==> src/srh_defines.svh <==
// Constants for the static RAM host controller
`ifndef SRH_DEFINES_SVH
`define SRH_DEFINES_SVH
`define SRH_ADDR_W 16
`define SRH_DATA_W 4
`define SRH_ROW_W 8
`define SRH_ROW_HI 15
`define SRH_ROW_LO 8
`define SRH_COL_HI 7
`define SRH_COL_LO 0
`define SRH_ADDR_RST 16'h0000
`define SRH_DATA_RST 4'h0
`define SRH_SYNC_RST 3'h0
`define SRH_SETUP_CYC 2'h1
`define SRH_STROBE_CYC 2'h1
`define SRH_HOLD_CYC 2'h1
`define SRH_CNT_ZERO 2'h0
`define SRH_CNT_ONE 2'h1
`endif

==> src/srh_pkg.sv <==
// Types of the static RAM host controller
`default_nettype none
package srh_pkg;
    typedef enum logic [2:0] {
        ST_IDLE,
        ST_SETUP,
        ST_STROBE,
        ST_HOLD,
        ST_SAMPLE,
        ST_STREAM
    } srh_state_e;
endpackage : srh_pkg
`default_nettype wire

==> src/srh_host.sv <==
// Host controller that drives a 64K x 4 asynchronous static RAM
`timescale 1ns/1ps
`default_nettype none
`include "srh_defines.svh"
module srh_host (
    input wire logic clk,
    input wire logic rst_n,
    input wire logic reqValid,
    input wire logic reqWrite,
    input wire logic reqStream,
    input wire logic [`SRH_ROW_W-1:0] reqRow,
    input wire logic [`SRH_ROW_W-1:0] reqCol,
    input wire logic [`SRH_DATA_W-1:0] reqData,
    output logic reqReady,
    output logic rspValid,
    output logic [`SRH_DATA_W-1:0] rspData,
    output logic [`SRH_ADDR_W-1:0] wordAddress,
    output logic chipSel_n,
    output logic writeStb_n,
    output logic outEn_n,
    input wire logic [`SRH_DATA_W-1:0] dataIoIn,
    output logic [`SRH_DATA_W-1:0] dataIoOut,
    output logic dataIoOe
);
    srh_pkg::srh_state_e state_ff;
    logic isWrite_ff;
    logic [1:0] cnt_ff;
    logic [`SRH_DATA_W-1:0] syncData;
    logic syncStable;
    logic cntDone;

    srh_in_sync u_sync (
        .clk(clk),
        .rst_n(rst_n),
        .pinIn(dataIoIn),
        .syncOut(syncData),
        .stable(syncStable)
    );

    assign cntDone = (cnt_ff == `SRH_CNT_ZERO);

    ////////////////////////////////////////////////////////////////////////////
    // Sequencer
    always_ff @(posedge clk)
    begin
        if (!rst_n)
        begin
            state_ff <= srh_pkg::ST_IDLE;
            cnt_ff <= `SRH_CNT_ZERO;
            isWrite_ff <= 1'b0;
        end
        else
        begin
            case (state_ff)
                srh_pkg::ST_IDLE:
                begin
                    // Start only on a handshake, the edge on which the pins latch too
                    if (reqValid && reqReady)
                    begin
                        isWrite_ff <= reqWrite;
                        cnt_ff <= `SRH_SETUP_CYC;
                        if (!reqWrite && reqStream)
                            state_ff <= srh_pkg::ST_STREAM;
                        else
                            state_ff <= srh_pkg::ST_SETUP;
                    end
                end
                // Address is already stable before chip select drops
                srh_pkg::ST_SETUP:
                begin
                    if (cntDone)
                    begin
                        cnt_ff <= `SRH_STROBE_CYC;
                        state_ff <= srh_pkg::ST_STROBE;
                    end
                    else
                        cnt_ff <= cnt_ff - `SRH_CNT_ONE;
                end
                srh_pkg::ST_STROBE:
                begin
                    if (cntDone)
                    begin
                        cnt_ff <= `SRH_HOLD_CYC;
                        state_ff <= srh_pkg::ST_HOLD;
                    end
                    else
                        cnt_ff <= cnt_ff - `SRH_CNT_ONE;
                end
                // Write data and address outlast the strobe by this hold
                srh_pkg::ST_HOLD:
                begin
                    if (cntDone)
                        state_ff <= isWrite_ff ? srh_pkg::ST_IDLE : srh_pkg::ST_SAMPLE;
                    else
                        cnt_ff <= cnt_ff - `SRH_CNT_ONE;
                end
                // Wait until the synchroniser has settled on the read word
                srh_pkg::ST_SAMPLE:
                begin
                    if (syncStable)
                        state_ff <= srh_pkg::ST_IDLE;
                end
                srh_pkg::ST_STREAM:
                begin
                    if (!reqValid || reqWrite || !reqStream)
                        state_ff <= srh_pkg::ST_IDLE;
                end
                default:
                    state_ff <= srh_pkg::ST_IDLE;
            endcase
        end
    end

    ////////////////////////////////////////////////////////////////////////////
    // Pins toward the RAM
    always_ff @(posedge clk)
    begin
        if (!rst_n)
        begin
            wordAddress <= `SRH_ADDR_RST;
            chipSel_n <= 1'b1;
            writeStb_n <= 1'b1;
            outEn_n <= 1'b1;
            dataIoOut <= `SRH_DATA_RST;
            dataIoOe <= 1'b0;
        end
        else
        begin
            // Row on the upper address bits, column on the lower
            if (reqValid && reqReady)
            begin
                wordAddress[`SRH_ROW_HI:`SRH_ROW_LO] <= reqRow;
                wordAddress[`SRH_COL_HI:`SRH_COL_LO] <= reqCol;
                dataIoOut <= reqData;
            end
            case (state_ff)
                srh_pkg::ST_SETUP:
                begin
                    // Select first, strobe two cycles later, so the write never
                    // lets the RAM drive mid-cycle
                    chipSel_n <= !cntDone;
                    dataIoOe <= isWrite_ff;
                    outEn_n <= !(cntDone && !isWrite_ff);
                end
                srh_pkg::ST_STROBE:
                begin
                    writeStb_n <= !isWrite_ff || !cntDone;
                end
                srh_pkg::ST_HOLD:
                begin
                    // Strobe rises first; select drops one cycle after
                    writeStb_n <= 1'b1;
                    if (cntDone)
                    begin
                        chipSel_n <= 1'b1;
                        outEn_n <= 1'b1;
                        dataIoOe <= 1'b0;
                    end
                end
                srh_pkg::ST_STREAM:
                begin
                    chipSel_n <= 1'b0;
                    outEn_n <= 1'b0;
                    writeStb_n <= 1'b1;
                    dataIoOe <= 1'b0;
                end
                default:
                begin
                    chipSel_n <= 1'b1;
                    writeStb_n <= 1'b1;
                    outEn_n <= 1'b1;
                    dataIoOe <= 1'b0;
                end
            endcase
        end
    end

    ////////////////////////////////////////////////////////////////////////////
    // User side
    always_ff @(posedge clk)
    begin
        if (!rst_n)
        begin
            reqReady <= 1'b0;
            rspValid <= 1'b0;
            rspData <= `SRH_DATA_RST;
        end
        else
        begin
            reqReady <= (state_ff == srh_pkg::ST_IDLE && !(reqValid && reqReady))
                || (state_ff == srh_pkg::ST_STREAM && reqValid && reqStream && !reqWrite);
            rspValid <= 1'b0;
            if (state_ff == srh_pkg::ST_SAMPLE && syncStable)
            begin
                rspValid <= 1'b1;
                rspData <= syncData;
            end
            else if (state_ff == srh_pkg::ST_STREAM && syncStable)
            begin
                rspValid <= 1'b1;
                rspData <= syncData;
            end
        end
    end
endmodule : srh_host
`default_nettype wire

==> src/srh_in_sync.sv <==
// Three-stage synchroniser for the data pins read back from the RAM
`timescale 1ns/1ps
`default_nettype none
`include "srh_defines.svh"
module srh_in_sync (
    input wire logic clk,
    input wire logic rst_n,
    input wire logic [`SRH_DATA_W-1:0] pinIn,
    output logic [`SRH_DATA_W-1:0] syncOut,
    output logic stable
);
    logic [`SRH_DATA_W-1:0] stage1_ff;
    logic [`SRH_DATA_W-1:0] stage2_ff;
    logic [`SRH_DATA_W-1:0] stage3_ff;

    genvar i;
    generate
        for (i = 0; i < `SRH_DATA_W; i = i + 1)
        begin : g_bit
            always_ff @(posedge clk)
            begin
                if (!rst_n)
                begin
                    stage1_ff[i] <= 1'b0;
                    stage2_ff[i] <= 1'b0;
                    stage3_ff[i] <= 1'b0;
                end
                else
                begin
                    stage1_ff[i] <= pinIn[i];
                    stage2_ff[i] <= stage1_ff[i];
                    stage3_ff[i] <= stage2_ff[i];
                end
            end
        end
    endgenerate

    // A value counts once the second and third stages agree
    assign syncOut = stage3_ff;
    assign stable = (stage2_ff == stage3_ff);
endmodule : srh_in_sync
`default_nettype wire

==> config.mk <==
export PLATFORM = sky130hd
export DESIGN_NAME = srh_host
export DESIGN_NICKNAME = d
export VERILOG_FILES = /design/src/srh_pkg.sv /design/src/srh_host.sv /design/src/srh_in_sync.sv
export VERILOG_INCLUDE_DIRS = /design/src
export SDC_FILE = /design/constraint.sdc
export NUM_CORES = 1
export LEC_CHECK = 0
export ABC_AREA = 1
export BUFFER_PORTS_ARGS = -buffer_cell sky130_fd_sc_hd__buf_2
export CORE_UTILIZATION = 40
export CTS_CLUSTER_SIZE = 12
export DETAILED_ROUTE_END_ITERATION = 8
export HOLD_SLACK_MARGIN = 0.06
export PLACE_DENSITY = 0.68
export SYNTH_ARGS = -nofsm -noshare
export SYNTH_HDL_FRONTEND = slang
export SYNTH_SLANG_ARGS = --single-unit
==> constraint.sdc <==
create_clock -name clk -period 1.19 [get_ports clk]
set_input_delay 0.119 -clock clk [delete_from_list [all_inputs] [get_ports clk]]
set_output_delay 0.119 -clock clk [all_outputs]
set_load 0.005 [all_outputs]
Yosys cells after proc, flatten, opt, wreduce, memory -nomap -nowiden
Cells that the tools add are included.
{"block": "word_totals", "regBits": 48, "word_cells": 91}
{"block": "op_classes", "bitwise_logic": 1, "reduce_logical": 29, "eq_ne": 13, "mux": 23, "addsub": 1}
{"cell": "3-bit two-way mux", "n": 8}
{"cell": "3-bit case mux with 6 select lines", "n": 1}
{"cell": "2-bit inequality test, second input constant", "n": 7}
{"cell": "1-bit logical AND", "n": 9}
{"cell": "4-bit two-way mux", "n": 2}
{"cell": "1-bit case mux with 4 select lines", "n": 2}
{"cell": "1-bit zero test", "n": 7}
{"cell": "3-bit by 2-bit equality test with 1-bit output, second input constant", "n": 2}
{"cell": "3-bit equality test, second input constant", "n": 2}
{"cell": "2-bit two-way mux", "n": 3}
{"cell": "2-bit case mux with 3 select lines", "n": 1}
{"cell": "6-bit AND reduction", "n": 1}
{"cell": "4-bit equality test", "n": 1}
{"cell": "1-bit logical OR", "n": 4}
{"cell": "1-bit two-way mux", "n": 4}
{"cell": "2-bit AND reduction", "n": 2}
{"cell": "3-bit by 1-bit equality test with 1-bit output, second input constant", "n": 1}
{"cell": "3-bit zero test", "n": 1}
{"cell": "1-bit case mux with 3 select lines", "n": 1}
{"cell": "3-bit AND reduction", "n": 1}
{"cell": "3-bit nonzero test", "n": 1}
{"cell": "2-bit zero test", "n": 1}
{"cell": "1-bit case mux with 2 select lines", "n": 1}
{"cell": "2-bit nonzero test", "n": 1}
{"cell": "3 further kinds", "n": 3}

Longest topological paths before layout
Gate-level depths: netlist of run 1.
{"block": "logic_depth", "ltp_word": 5, "ltp_mapped": 10, "ltp_nobuf": 10}

Cells and area by module
Synthesis of run 1 repeated with hierarchy kept, for this count alone.
{"block": "hier_totals", "cells_unflattened": 252, "area_unflattened_um2": 1873.0}
{"mod": "srh_host", "seq_area_each_um2": 720.7, "area_per_inst_um2": 1468.9, "cells_each": 200, "instances": 1}
{"mod": "srh_in_sync", "seq_area_each_um2": 240.2, "area_per_inst_um2": 404.1, "cells_each": 52, "instances": 1}

Worst setup path after synthesis of run 1
OpenSTA, ideal clock, no wires.
{"block": "synth_path", "kind": "register to register", "start": "register cnt_ff[0]", "end": "register state_ff[0]", "stages_incl_launch_ff": 11, "path_buffers": 0, "setup_slack_ps": -12, "arrival_ps": 1089, "setup_time_ps": 113, "path_cell_list": "dfxtp_1 inv_1 ha_1 inv_1 nand3_1 nand2_2 nor2_4 nand2_2 nand2_1 nand2_1 nor2_1"}
{"block": "synth_via", "elab_chain_len": 3}
{"element": "start, declared", "line_no": "srh_host.sv:27", "text": "logic [1:0] cnt_ff;"}
{"element": "start signal, assigned", "line_no": "srh_host.sv:49", "text": "cnt_ff <= `SRH_CNT_ZERO;"}
{"element": "start signal, assigned", "line_no": "srh_host.sv:61", "text": "cnt_ff <= `SRH_SETUP_CYC;"}
{"element": "start signal, assigned", "line_no": "srh_host.sv:73", "text": "cnt_ff <= `SRH_STROBE_CYC;"}
{"element": "2-bit zero test (no source line) *"}
{"element": "2-bit inequality test (no source line)"}
{"element": "6-bit AND reduction (no source line) *"}
{"element": "end signal, assigned", "line_no": "srh_host.sv:48", "text": "state_ff <= srh_pkg::ST_IDLE;"}
{"element": "end signal, assigned", "line_no": "srh_host.sv:63", "text": "state_ff <= srh_pkg::ST_STREAM;"}
{"element": "end signal, assigned", "line_no": "srh_host.sv:65", "text": "state_ff <= srh_pkg::ST_SETUP;"}
{"element": "end, declared", "line_no": "srh_host.sv:25", "text": "srh_pkg::srh_state_e state_ff;"}
Every way passes the cells marked *; elsewhere a longest branch is shown, timed or not.
A chain may end at the register's enable or synchronous reset.

Final worst setup path of run 1
{"block": "layout_path", "start": "register cnt_ff[1]", "end": "register cnt_ff[1]"}
{"block": "layout_via", "elab_chain_len": 3}
{"element": "2-bit by 1-bit subtractor with 2-bit output (no source line) or 2-bit zero test (tied branches)"}
{"element": "2-bit two-way mux (tied with other cells)", "line_no": "srh_host.sv:92", "text": "if (cntDone)"}
{"element": "2-bit case mux with 3 select lines or 3-bit AND reduction (tied branches)"}
Parallel ways exist; a longest one is shown, timed or not. The select of a mux whose other input is x is not followed.

==> metrics.md, run 1 <==
| Metric | Value |
|---|---|
| Post-synthesis mux area share | `0` |
| Fin nets | `370` |
| Hold Path Stages | `3` |
| Synth Area in Compound Gates | `0.1175` |
| Initial antenna violation count | `0` |
| Share of post-route cells with drive strength above 1 | `0.3882` |
| Total global-route track usage | `0.1752` |
| Final hold violations | `0` |
| Slew @ Worst Pin | `~0.27 ns` |
| Hold crit path type | `in2reg` |
| Worst EP arrival | `roughly 1.5 ns` |
| Peak supply drop | `0.001218 V` |
| Clock-pin slew on the worst setup and hold paths | `0.08 ns` |
| Pin count of the biggest net entering global routing | `21` |
| Simple-gate share of the synthesized area | `0.2597` |
| Pre-antenna DRT Iters | `4` |
| H-tree depth | `2` |
| Critical Path RT | `about 1.4 ns` |
| Die X | `roughly 70 um` |
| Routability Congestion | `~0.84` |
| Worst relative slew slack | `0.8180` |
| Startpoint types | `flip-flop` |
| Inserted Diodes | `0` |
| DPL Wire Length | `2.811 mm` |
| Final WS setup | `-0.06055 ns` |
| Setup TNS | `-0.1569 ns` |
| Place WS | `-0.06674 ns` |
| Period utilization | `1.051` |
| CTS tree | `done` |
| Cts bufs inserted | `5` |
| HP Start | `reqCol[4]` |
| Leakage | `~0.0013 uW` |
| R2R Path End | `cnt_ff[1]` |
| Die area | `4963 sq um` |
| Vias in the first global route | `1,646` |
| Failing checks | `setup timing` |
| Avg Synthesized Cell Area | `7.350 sq um` |
| Worst R2R Start | `cnt_ff[1]` |
| Register-to-register setup slack | `-0.06 ns` |
| Highest clock rate | `799.7 MHz` |
| Fin cells | `slightly below 400` |
| Via/cell ratio | `around 4.6` |
| Clock Sinks | `48` |
| Largest family of logic cells by synthesized area | `simple AND/OR/NAND/NOR gates` |
| WL/cell | `about 10 um` |
| Top-Level Pins | `59` |
| Final max-slew violation count | `0` |
| 1st-iter DRT viols | `68` |
| Syn_nets | `286` |
| Sequential area share after synthesis | `0.5127` |
| Post-synth cell types | `22` |
| Area delta synth->final | `40.92%` |
| Starting Density | `0.4246` |
| Die Y | `70.45 um` |
| Worst R2R Path Depth | `7` |
| First-pass GRT wire length | `6.851 mm` |
| Max-cap violations | `0` |
| Clock Skew | `~0.0035 ns` |
| Total congestion overflow | `0` |
| Port bufs | `58` |
| Synth warn | `0` |
| DRC viols | `0` |
| Later-pin clock latency in the skew report | `0.30 ns` |
| Status | `finished, violations left` |
| #FFs+latches synth | `48` |
| CP endpoint kind | `flip-flop` |
| Post-synthesis xor/xnor area fraction | `0` |
| Clock Path Buffers | `2` |
| Core area | `4414 sq um` |
| Post-Route WL | `4.091 mm` |
| DR vias | `about 1,800` |
| Post-Synthesis Cell Area | `roughly 1900 sq um` |
| Synth Area in Adders | `0.01335` |
| CTS root buffer | `clkbuf_8` |
| Unrepaired setup endpoints after global routing | `yes` |
| Post-Place Cells | `roughly 370` |
| Routed Antenna Nets | `0` |
| # rows | `24` |
| Synthesized instance count | `roughly 260` |
| Crit path time final | `1.251 ns` |
| CP max FO | `5` |
| Worst hold path endpoint | `wordAddress[4]` |
| Crit path kind | `reg2reg` |
| Endpoints failing setup | `5` |
| PwrDens | `between 1500 and 2000 nW/um^2` |
what timing repair did:
item	in CTS	in global routing
gates resized for setup	18	30
hold endpoints to repair	6	1
pin swaps	9	6
hold buffers	6	1
endpoints found under the setup margin	11	14
setup buffers	4	0
gates cloned	0	0
per-stage QoR:
| step | total power, uW | hold WS (ns) | area (sq um) | util |
|---|---|---|---|---|
| 2_1_floorplan | 3071 | 0.2166 | 1874 | - |
| 4_1_cts | 4953 | 0.07009 | 2544 | 0.5762 |
| 6_report | 5053 | 0.07163 | 2641 | 0.5984 |
| 3_5_place_dp | 3676 | 0.3040 | 2315 | 0.5244 |
| 5_1_grt | 5440 | 0.07016 | 2641 | 0.5984 |
| 3_3_place_gp | 3647 | 0.2982 | 2315 | 0.5244 |
flip-flops by register name, summed over array words and instances, names as in the netlist:
register	cells
rspValid	1
u_sync.stage2_ff	4
dataIoOe	1
wordAddress	16
u_sync.syncOut	4
outEn_n	1
reqReady	1
u_sync.stage1_ff	4
state_ff	3
rspData	4
dataIoOut	4
writeStb_n	1
cnt_ff	2
isWrite_ff	1
chipSel_n	1
layer usage:
| metal | global-route usage | vias to the layer above | part of all wire |
|---|---|---|---|
| li1 | - | 950 | - |
| met1 | 0.1991 | 789 | 0.45 |
| met2 | 0.2963 | 59 | 0.47 |
| met3 | 0.05772 | 9 | 0.060 |
| met4 | 0.07778 | 0 | 0.019 |
| met5 | 0 | - | 0 |
layout by cell type, fill, tap and decap left out:
cell           count
a21oi_1           11
a22oi_1            1
a31oi_1            1
buf_2             58
buf_4             19
buf_6              2
clkbuf_1           1
clkbuf_8           6
clkinvlp_4         1
dfxtp_1           35
dfxtp_2           10
dfxtp_4            3
dlygate4sd3_1      7
ha_1               1
ha_4               1
inv_1             32
inv_2              4
inv_4              1
nand2_1           38
nand2_2            8
nand3_1            1
nand3_2            5
nand3_4            1
nand3b_1           1
nor2_1            51
nor2_2             6
nor2_4             4
nor3_1             1
nor3_2             1
o211ai_1           1
o21ai_0           24
o21ai_1            2
o21ai_2            1
o32ai_2            1
report_power, final:
group          total [uW]  internal, uW  switching, uW
registers            2110          1920            197
logic                1940           898           1040
clock network        1000           472            529
total                5050          3290           1770
area by class of cell:
| class | instances | area [sq um] |
|---|---|---|
| clock inverters | 1 | 7.507 |
| clock buffers | 7 | 86.33 |
| inverters | 37 | 141.4 |
| fillers | 399 | 1773 |
| flip-flops and latches | 48 | 984.7 |
| well taps | 52 | 65.06 |
| multi-input cells | 161 | 830.8 |
| repair buffers | 86 | 525.5 |
logic make-up (layout without fill, tap and decap cells):
kind of cell | after synthesis | after routing
adder cells (fa/ha/maj) | 2 | 2
flip-flops | 48 | 48
AO/OA/AOI/OAI | 42 | 42
buffers and inverters | 46 | 131
AND/OR/NAND/NOR | 117 | 117
worst max path at each step:
stage                           start           to  slack, ns  depth (start not counted)
after floorplan             cnt_ff[0]  state_ff[0]       0.02                         10
after global placement      cnt_ff[0]    cnt_ff[0]      -0.06                          8
after detailed placement  state_ff[1]      outEn_n      -0.07                          7
after CTS                   cnt_ff[1]  state_ff[0]      -0.04                          9
after global routing        cnt_ff[1]    cnt_ff[1]      -0.14                          7
final                       cnt_ff[1]    cnt_ff[1]      -0.06                          7
Yosys cell counts, drive strengths merged:
library cell   n  share of area
a21oi         11          0.029
a22oi          1         0.0040
a31oi          1         0.0033
buf            2         0.0087
clkbuf         7          0.014
dfxtp         48           0.51
ha             2          0.013
inv           37          0.074
nand2         46          0.096
nand3          7          0.024
nand3b         1         0.0040
nor2          61           0.13
nor3           2         0.0053
o211ai         1         0.0040
o21ai         27          0.072
o32ai          1         0.0047
critical path, stage by stage (launching register included):
cell      delay (ns)
dfxtp_2         0.33
inv_2           0.06
ha_4            0.13
inv_4           0.05
o211ai_1        0.26
inv_1           0.12
o21ai_1         0.13
a21oi_1         0.05
Note: power is estimated with default switching activity, not from simulation.
==> run 2, diff against run 1 <==
--- a/config.mk
+++ b/config.mk
@@ -8,11 +8,13 @@
 export LEC_CHECK = 0
 export ABC_AREA = 1
 export BUFFER_PORTS_ARGS = -buffer_cell sky130_fd_sc_hd__buf_2
-export CORE_UTILIZATION = 40
+export CELL_PAD_IN_SITES_DETAIL_PLACEMENT = 1
+export CELL_PAD_IN_SITES_GLOBAL_PLACEMENT = 1
+export CORE_UTILIZATION = 31
 export CTS_CLUSTER_SIZE = 12
 export DETAILED_ROUTE_END_ITERATION = 8
 export HOLD_SLACK_MARGIN = 0.06
-export PLACE_DENSITY = 0.68
+export PLACE_DENSITY_LB_ADDON = 0.1
 export SYNTH_ARGS = -nofsm -noshare
 export SYNTH_HDL_FRONTEND = slang
 export SYNTH_SLANG_ARGS = --single-unit
==> metrics.md, run 2 (same netlist as run 1, synthesis figures left out) <==
| Metric | Value |
|---|---|
| Status | `finished, violations left` |
| Failing checks | `setup timing` |
| Highest clock rate | `between 800 and 900 MHz` |
| Leakage | `0.001398 uW` |
| DPL Wire Length | `between 3 and 4 mm` |
| Die area | `6361 sq um` |
| Place WS | `-0.08295 ns` |
| Fill count | `734` |
| Pre-antenna DRT Iters | `4` |
| Period utilization | `1.027` |
| Area of the multi-input gates | `~870 sq um` |
| Via/cell ratio | `4.496` |
| Worst relative slew slack | `0.8143` |
| CTS root buffer | `clkbuf_8` |
| Routability Congestion | `0.7616` |
| Layout Utilization | `0.4892` |
| Post-layout instance area | `2776 sq um` |
| Share of post-route cells with drive strength above 1 | `0.4290` |
| Commonest non-fill, non-tap cells in the layout | `58 x buf_2, 49 x nor2_1, 36 x nand2_1` |
| Most common cell after layout, fill and taps aside | `buf_2` |
| Unrepaired setup endpoints after global routing | `yes` |
| Cts bufs inserted | `5` |
| Clock Path Buffers | `2` |
| 1st-iter DRT viols | `34` |
| WL/cell | `approximately 12 um` |
| Inserted Diodes | `0` |
| Starting Density | `0.3302` |
| Crit path kind | `reg2reg` |
| CP endpoint kind | `flip-flop` |
| Final max-slew violation count | `0` |
| Later-pin clock latency in the skew report | `0.30 ns` |
| Final hold violations | `0` |
| FF/Latch Area | `~980 sq um` |
| Post-Place Cells | `398` |
| DP Area | `about 2400 sq um` |
| First-pass GRT wire length | `7.866 mm` |
| Largest register FFs | `16` |
| Slew @ Worst Pin | `0.2775 ns` |
| Startpoint types | `flip-flop` |
| Fin nets | `around 380` |
| Vias in the first global route | `between 1,500 and 2,000` |
| DR vias | `1,875` |
| Crit path time final | `around 1.2 ns` |
| Pin count of the biggest net entering global routing | `30` |
| Largest reg by FF count | `wordAddress` |
| Worst EP arrival | `1.47 ns` |
| Post-Route WL | `4.893 mm` |
| CP max FO | `5` |
| Die X | `79.76 um` |
| CTS tree | `done` |
| Clock Skew | `0.006638 ns` |
| Peak supply drop | `between 0.001 and 0.0015 V` |
| Slowest stage delay, CP | `0.33 ns` |
| Clock-pin slew on the worst setup and hold paths | `~0.090 ns` |
| Cell Chain, Critical Path | `inv_2 -> ha_4 -> inv_4 -> nand3_2 -> nand2_2 -> nor2_4 -> nand2_2 -> nand2_1 -> nand2_1 -> nor2_1` |
| Total congestion overflow | `0` |
| Hold crit path type | `in2reg` |
| # rows | `27` |
| Initial antenna violation count | `0` |
| Routed Antenna Nets | `0` |
| Top-Level Pins | `59` |
| Slowest cell on crit path | `dfxtp_2` |
| Total global-route track usage | `0.1609` |
| Port bufs | `58` |
| DRC viols | `0` |
| Die Y | `79.76 um` |
| Max-cap violations | `0` |
| Critical Path RT | `1.43 ns` |
| Final WS setup | `-0.03196 ns` |
| Endpoints failing setup | `6` |
| H-tree depth | `2` |
| Core area | `5675 sq um` |
| PwrDens | `a little under 2000 nW/um^2` |
| Clock Sinks | `48` |
| Area delta synth->final | `48.13%` |
| Fin cells | `between 400 and 500` |
==> run 2: cell count changes in the layout (fill, tap and decap cells not counted), moves of 3 or more <==
cell | previous run | this run
buf_6 | 2 | 7
nand2_4 | 0 | 5
o21ai_0 | 24 | 20
o21ai_1 | 2 | 6
a21oi_1 | 11 | 8
a21oi_2 | 0 | 3
dlygate4sd3_1 | 7 | 4
nand2_2 | 8 | 5
==> run 2: power breakdown <==
group	switching, uW	internal [uW]
registers	216	1920
logic	1180	1080
clock network	565	476
==> run 2: layout make-up <==
| cell class | count | share of cell area |
|---|---|---|
| sequential | 48 | 0.3547 |
| multi-input combinational | 161 | 0.3150 |
| timing repair buffer | 91 | 0.2114 |
| inverter | 37 | 0.05183 |
| tap | 72 | 0.03245 |
| clock buffer | 6 | 0.02974 |
| clock inverter | 2 | 0.004957 |
==> run 2: routing by layer <==
layer  up-vias  GRT usage  share of wire
li1        959          -              -
met1       850     0.2032           0.46
met2        55     0.2590           0.45
met3        11    0.04571          0.066
met4         0    0.06071          0.023
met5         -          0              0
==> run 2: metrics by stage <==
stage | hold WS (ns) | total power [uW] | setup TNS (ns)
final | 0.06611 | 5440 | -0.1023
after global placement | 0.2995 | 3773 | -0.3409
after global routing | 0.07404 | 5858 | -0.9762
after detailed placement | 0.3064 | 3809 | -0.6518
after CTS | 0.06294 | 5216 | -0.08028
after floorplan | 0.2166 | 3071 | 0
==> run 2: worst paths after layout <==
check	start	end	slack (ns)	cells past startpoint
worst max-delay path	cnt_ff[0]	state_ff[0]	-0.03	10
worst min register to register	u_sync.stage1_ff[2]	u_sync.stage2_ff[2]	0.41	2
worst max register to register	cnt_ff[0]	state_ff[0]	-0.03	10
worst min-delay path	reqRow[6]	wordAddress[14]	0.07	3
==> run 2: critical path, delay by kind of cell (launching register included) <==
family        cells  cell delay [ns]
fa+ha+maj         1             0.13
buf+inv           2             0.12
simple gates      7             0.58
flops             1             0.33
==> run 2: timing repair <==
action | CTS | global route
pin swaps | 14 | 15
setup endpoints to repair | 13 | 14
hold endpoints to repair | 4 | 0
hold buffers | 4 | 0
gates cloned | 0 | 0
resized for setup | 44 | 27
setup buffers | 3 | 4
==> run 3, diff against run 2 <==
--- a/config.mk
+++ b/config.mk
@@ -10,7 +10,8 @@
 export BUFFER_PORTS_ARGS = -buffer_cell sky130_fd_sc_hd__buf_2
 export CELL_PAD_IN_SITES_DETAIL_PLACEMENT = 1
 export CELL_PAD_IN_SITES_GLOBAL_PLACEMENT = 1
-export CORE_UTILIZATION = 31
+export CORE_UTILIZATION = 33
+export CTS_BUF_LIST = sky130_fd_sc_hd__clkbuf_4 sky130_fd_sc_hd__clkbuf_8
 export CTS_CLUSTER_SIZE = 12
 export DETAILED_ROUTE_END_ITERATION = 8
 export HOLD_SLACK_MARGIN = 0.06
==> metrics.md, run 3 (same netlist as run 1, synthesis figures left out) <==
| Metric | Value |
|---|---|
| Status | `finished, violations left` |
| Failing checks | `DRC, setup timing` |
| Die X | `a little under 80 um` |
| PwrDens | `around 2000 nW/um^2` |
| Setup TNS | `-0.2659 ns` |
| Clock-pin slew on the worst setup and hold paths | `roughly 0.090 ns` |
| Crit path time final | `1.256 ns` |
| DP Area | `2432 sq um` |
| Later-pin clock latency in the skew report | `0.30 ns` |
| Highest clock rate | `796.1 MHz` |
| HP Start | `reqData[2]` |
| Vias in the first global route | `1,980` |
| Place WS | `-0.1327 ns` |
| Commonest non-fill, non-tap cells in the layout | `58 x buf_2, 51 x nor2_1, 37 x dfxtp_1` |
| Peak supply drop | `0.0009881 V` |
| Hold Path Stages | `3` |
| Fill count | `716` |
| H-tree depth | `2` |
| R2R Path End | `state_ff[0]` |
| Top-Level Pins | `59` |
| Startpoint types | `flip-flop` |
| CTS tree | `done` |
| First-pass GRT wire length | `8.562 mm` |
| Post-Route WL | `5.113 mm` |
| CP max FO | `5` |
| Fin nets | `between 300 and 400` |
| Routed Antenna Nets | `0` |
| CTS root buffer | `clkbuf_8` |
| Largest reg by FF count | `wordAddress` |
| Layout Utilization | `0.5147` |
| Port bufs | `slightly below 60` |
| Crit path kind | `reg2reg` |
| Pre-antenna DRT Iters | `5` |
| Endpoints failing setup | `6` |
| Hold slack | `0.06384 ns` |
| Worst hold path endpoint | `dataIoOut[2]` |
| Clock Skew | `around 0.0030 ns` |
| Share of post-route cells with drive strength above 1 | `0.4212` |
| 1st-iter DRT viols | `51` |
| Final max-slew violation count | `0` |
| Final WS setup | `-0.06616 ns` |
| WL/cell | `12.14 um` |
| DR vias | `1,911` |
| Initial antenna violation count | `0` |
| Routability Congestion | `roughly 0.83` |
| Register-to-register setup slack | `-0.07 ns` |
| DRC viols | `2` |
| Starting Density | `0.3404` |
| Post-layout instance area | `2834 sq um` |
| Largest register FFs | `16` |
| Critical Path RT | `1.40 ns` |
| Core area | `5507 sq um` |
| Clock Sinks | `between 40 and 50` |
| Clock Path Buffers | `2` |
| Via/cell ratio | `4.539` |
| Unrepaired setup endpoints after global routing | `yes` |
| Worst R2R Path Depth | `10` |
| Hold crit path type | `in2reg` |
| Period utilization | `1.056` |
| Final hold violations | `0` |
| Worst R2R Start | `state_ff[1]` |
| Total congestion overflow | `0` |
| FF/Latch Area | `a little under 1000 sq um` |
| Total global-route track usage | `0.1798` |
| Die area | `5985 sq um` |
| Pin count of the biggest net entering global routing | `32` |
| DPL Wire Length | `3.487 mm` |
| Worst EP arrival | `1.46 ns` |
| Slew @ Worst Pin | `0.2684 ns` |
| Most common cell after layout, fill and taps aside | `buf_2` |
| Area delta synth->final | `51.20%` |
| Cts bufs inserted | `5` |
| Leakage | `0.001424 uW` |
| Die Y | `a little under 80 um` |
| Crit path from | `state_ff[1]` |
| # rows | `27` |
| Area of the multi-input gates | `885.9 sq um` |
| Inserted Diodes | `0` |
| CP endpoint kind | `flip-flop` |
| Max-cap violations | `0` |
| Worst relative slew slack | `0.8204` |
-- run 3: cell types whose count changed in the layout (fill, tap and decap cells not counted), sizes merged --
cell and change:
buf +2, dlygate4sd3 +2
-- run 3: through the flow --
step / power (uW) / instances
finish: 5536 / 421
global route: 5953 / 421
CTS: 5295 / 418
detailed placement: 3885 / 402
global placement: 3839 / 402
floorplan: 3071 / 255
-- run 3: worst max path at each step --
stage               slack (ns)           to  cells after the start
global route             -0.16    cnt_ff[0]                      7
CTS                      -0.07  state_ff[0]                     10
floorplan                 0.02  state_ff[0]                     10
finish                   -0.07  state_ff[0]                     10
detailed placement       -0.13  state_ff[0]                      9
global placement         -0.08  state_ff[2]                      7
-- run 3: routing by layer --
layer  global-route usage  wire length, um  share of wire  vias up
li1                     -                -              -      972
met1               0.2098             2256           0.44      885
met2               0.3071             2541           0.50       45
met3              0.04000              229          0.045        9
met4              0.09245               87          0.017        0
met5                    0                0              0        -
-- run 3: layout make-up --
cell class / instances / share of cell area
inverter: 37 / 0.05254
clock buffer: 6 / 0.02914
sequential: 48 / 0.3466
timing repair buffer: 95 / 0.2225
multi-input combinational: 161 / 0.3126
tap: 72 / 0.03179
clock inverter: 2 / 0.004857
-- run 3: timing repair --
item	in CTS	in global routing
hold endpoints to repair	6	0
buffers inserted	2	3
pin swaps	8	22
endpoints found under the setup margin	14	15
gates resized for setup	34	34
hold buffers	6	0
-- run 3: critical path, cell delays in order (launching register included) --
cell and delay, ns:
dfxtp_4 0.39, inv_4 0.08, nand2_4 0.06, nor2_4 0.18
nand2_4 0.08, nand2_4 0.09, nor2_4 0.05, nand2_2 0.08
nand2_1 0.06, nand2_1 0.06, nor2_1 0.04
-- run 3: where the power goes --
group,leakage [uW],switching (uW),internal [uW]
registers,0.000398,228,1920
clock network,0.0000516,568,476
logic,0.000974,1220,1130
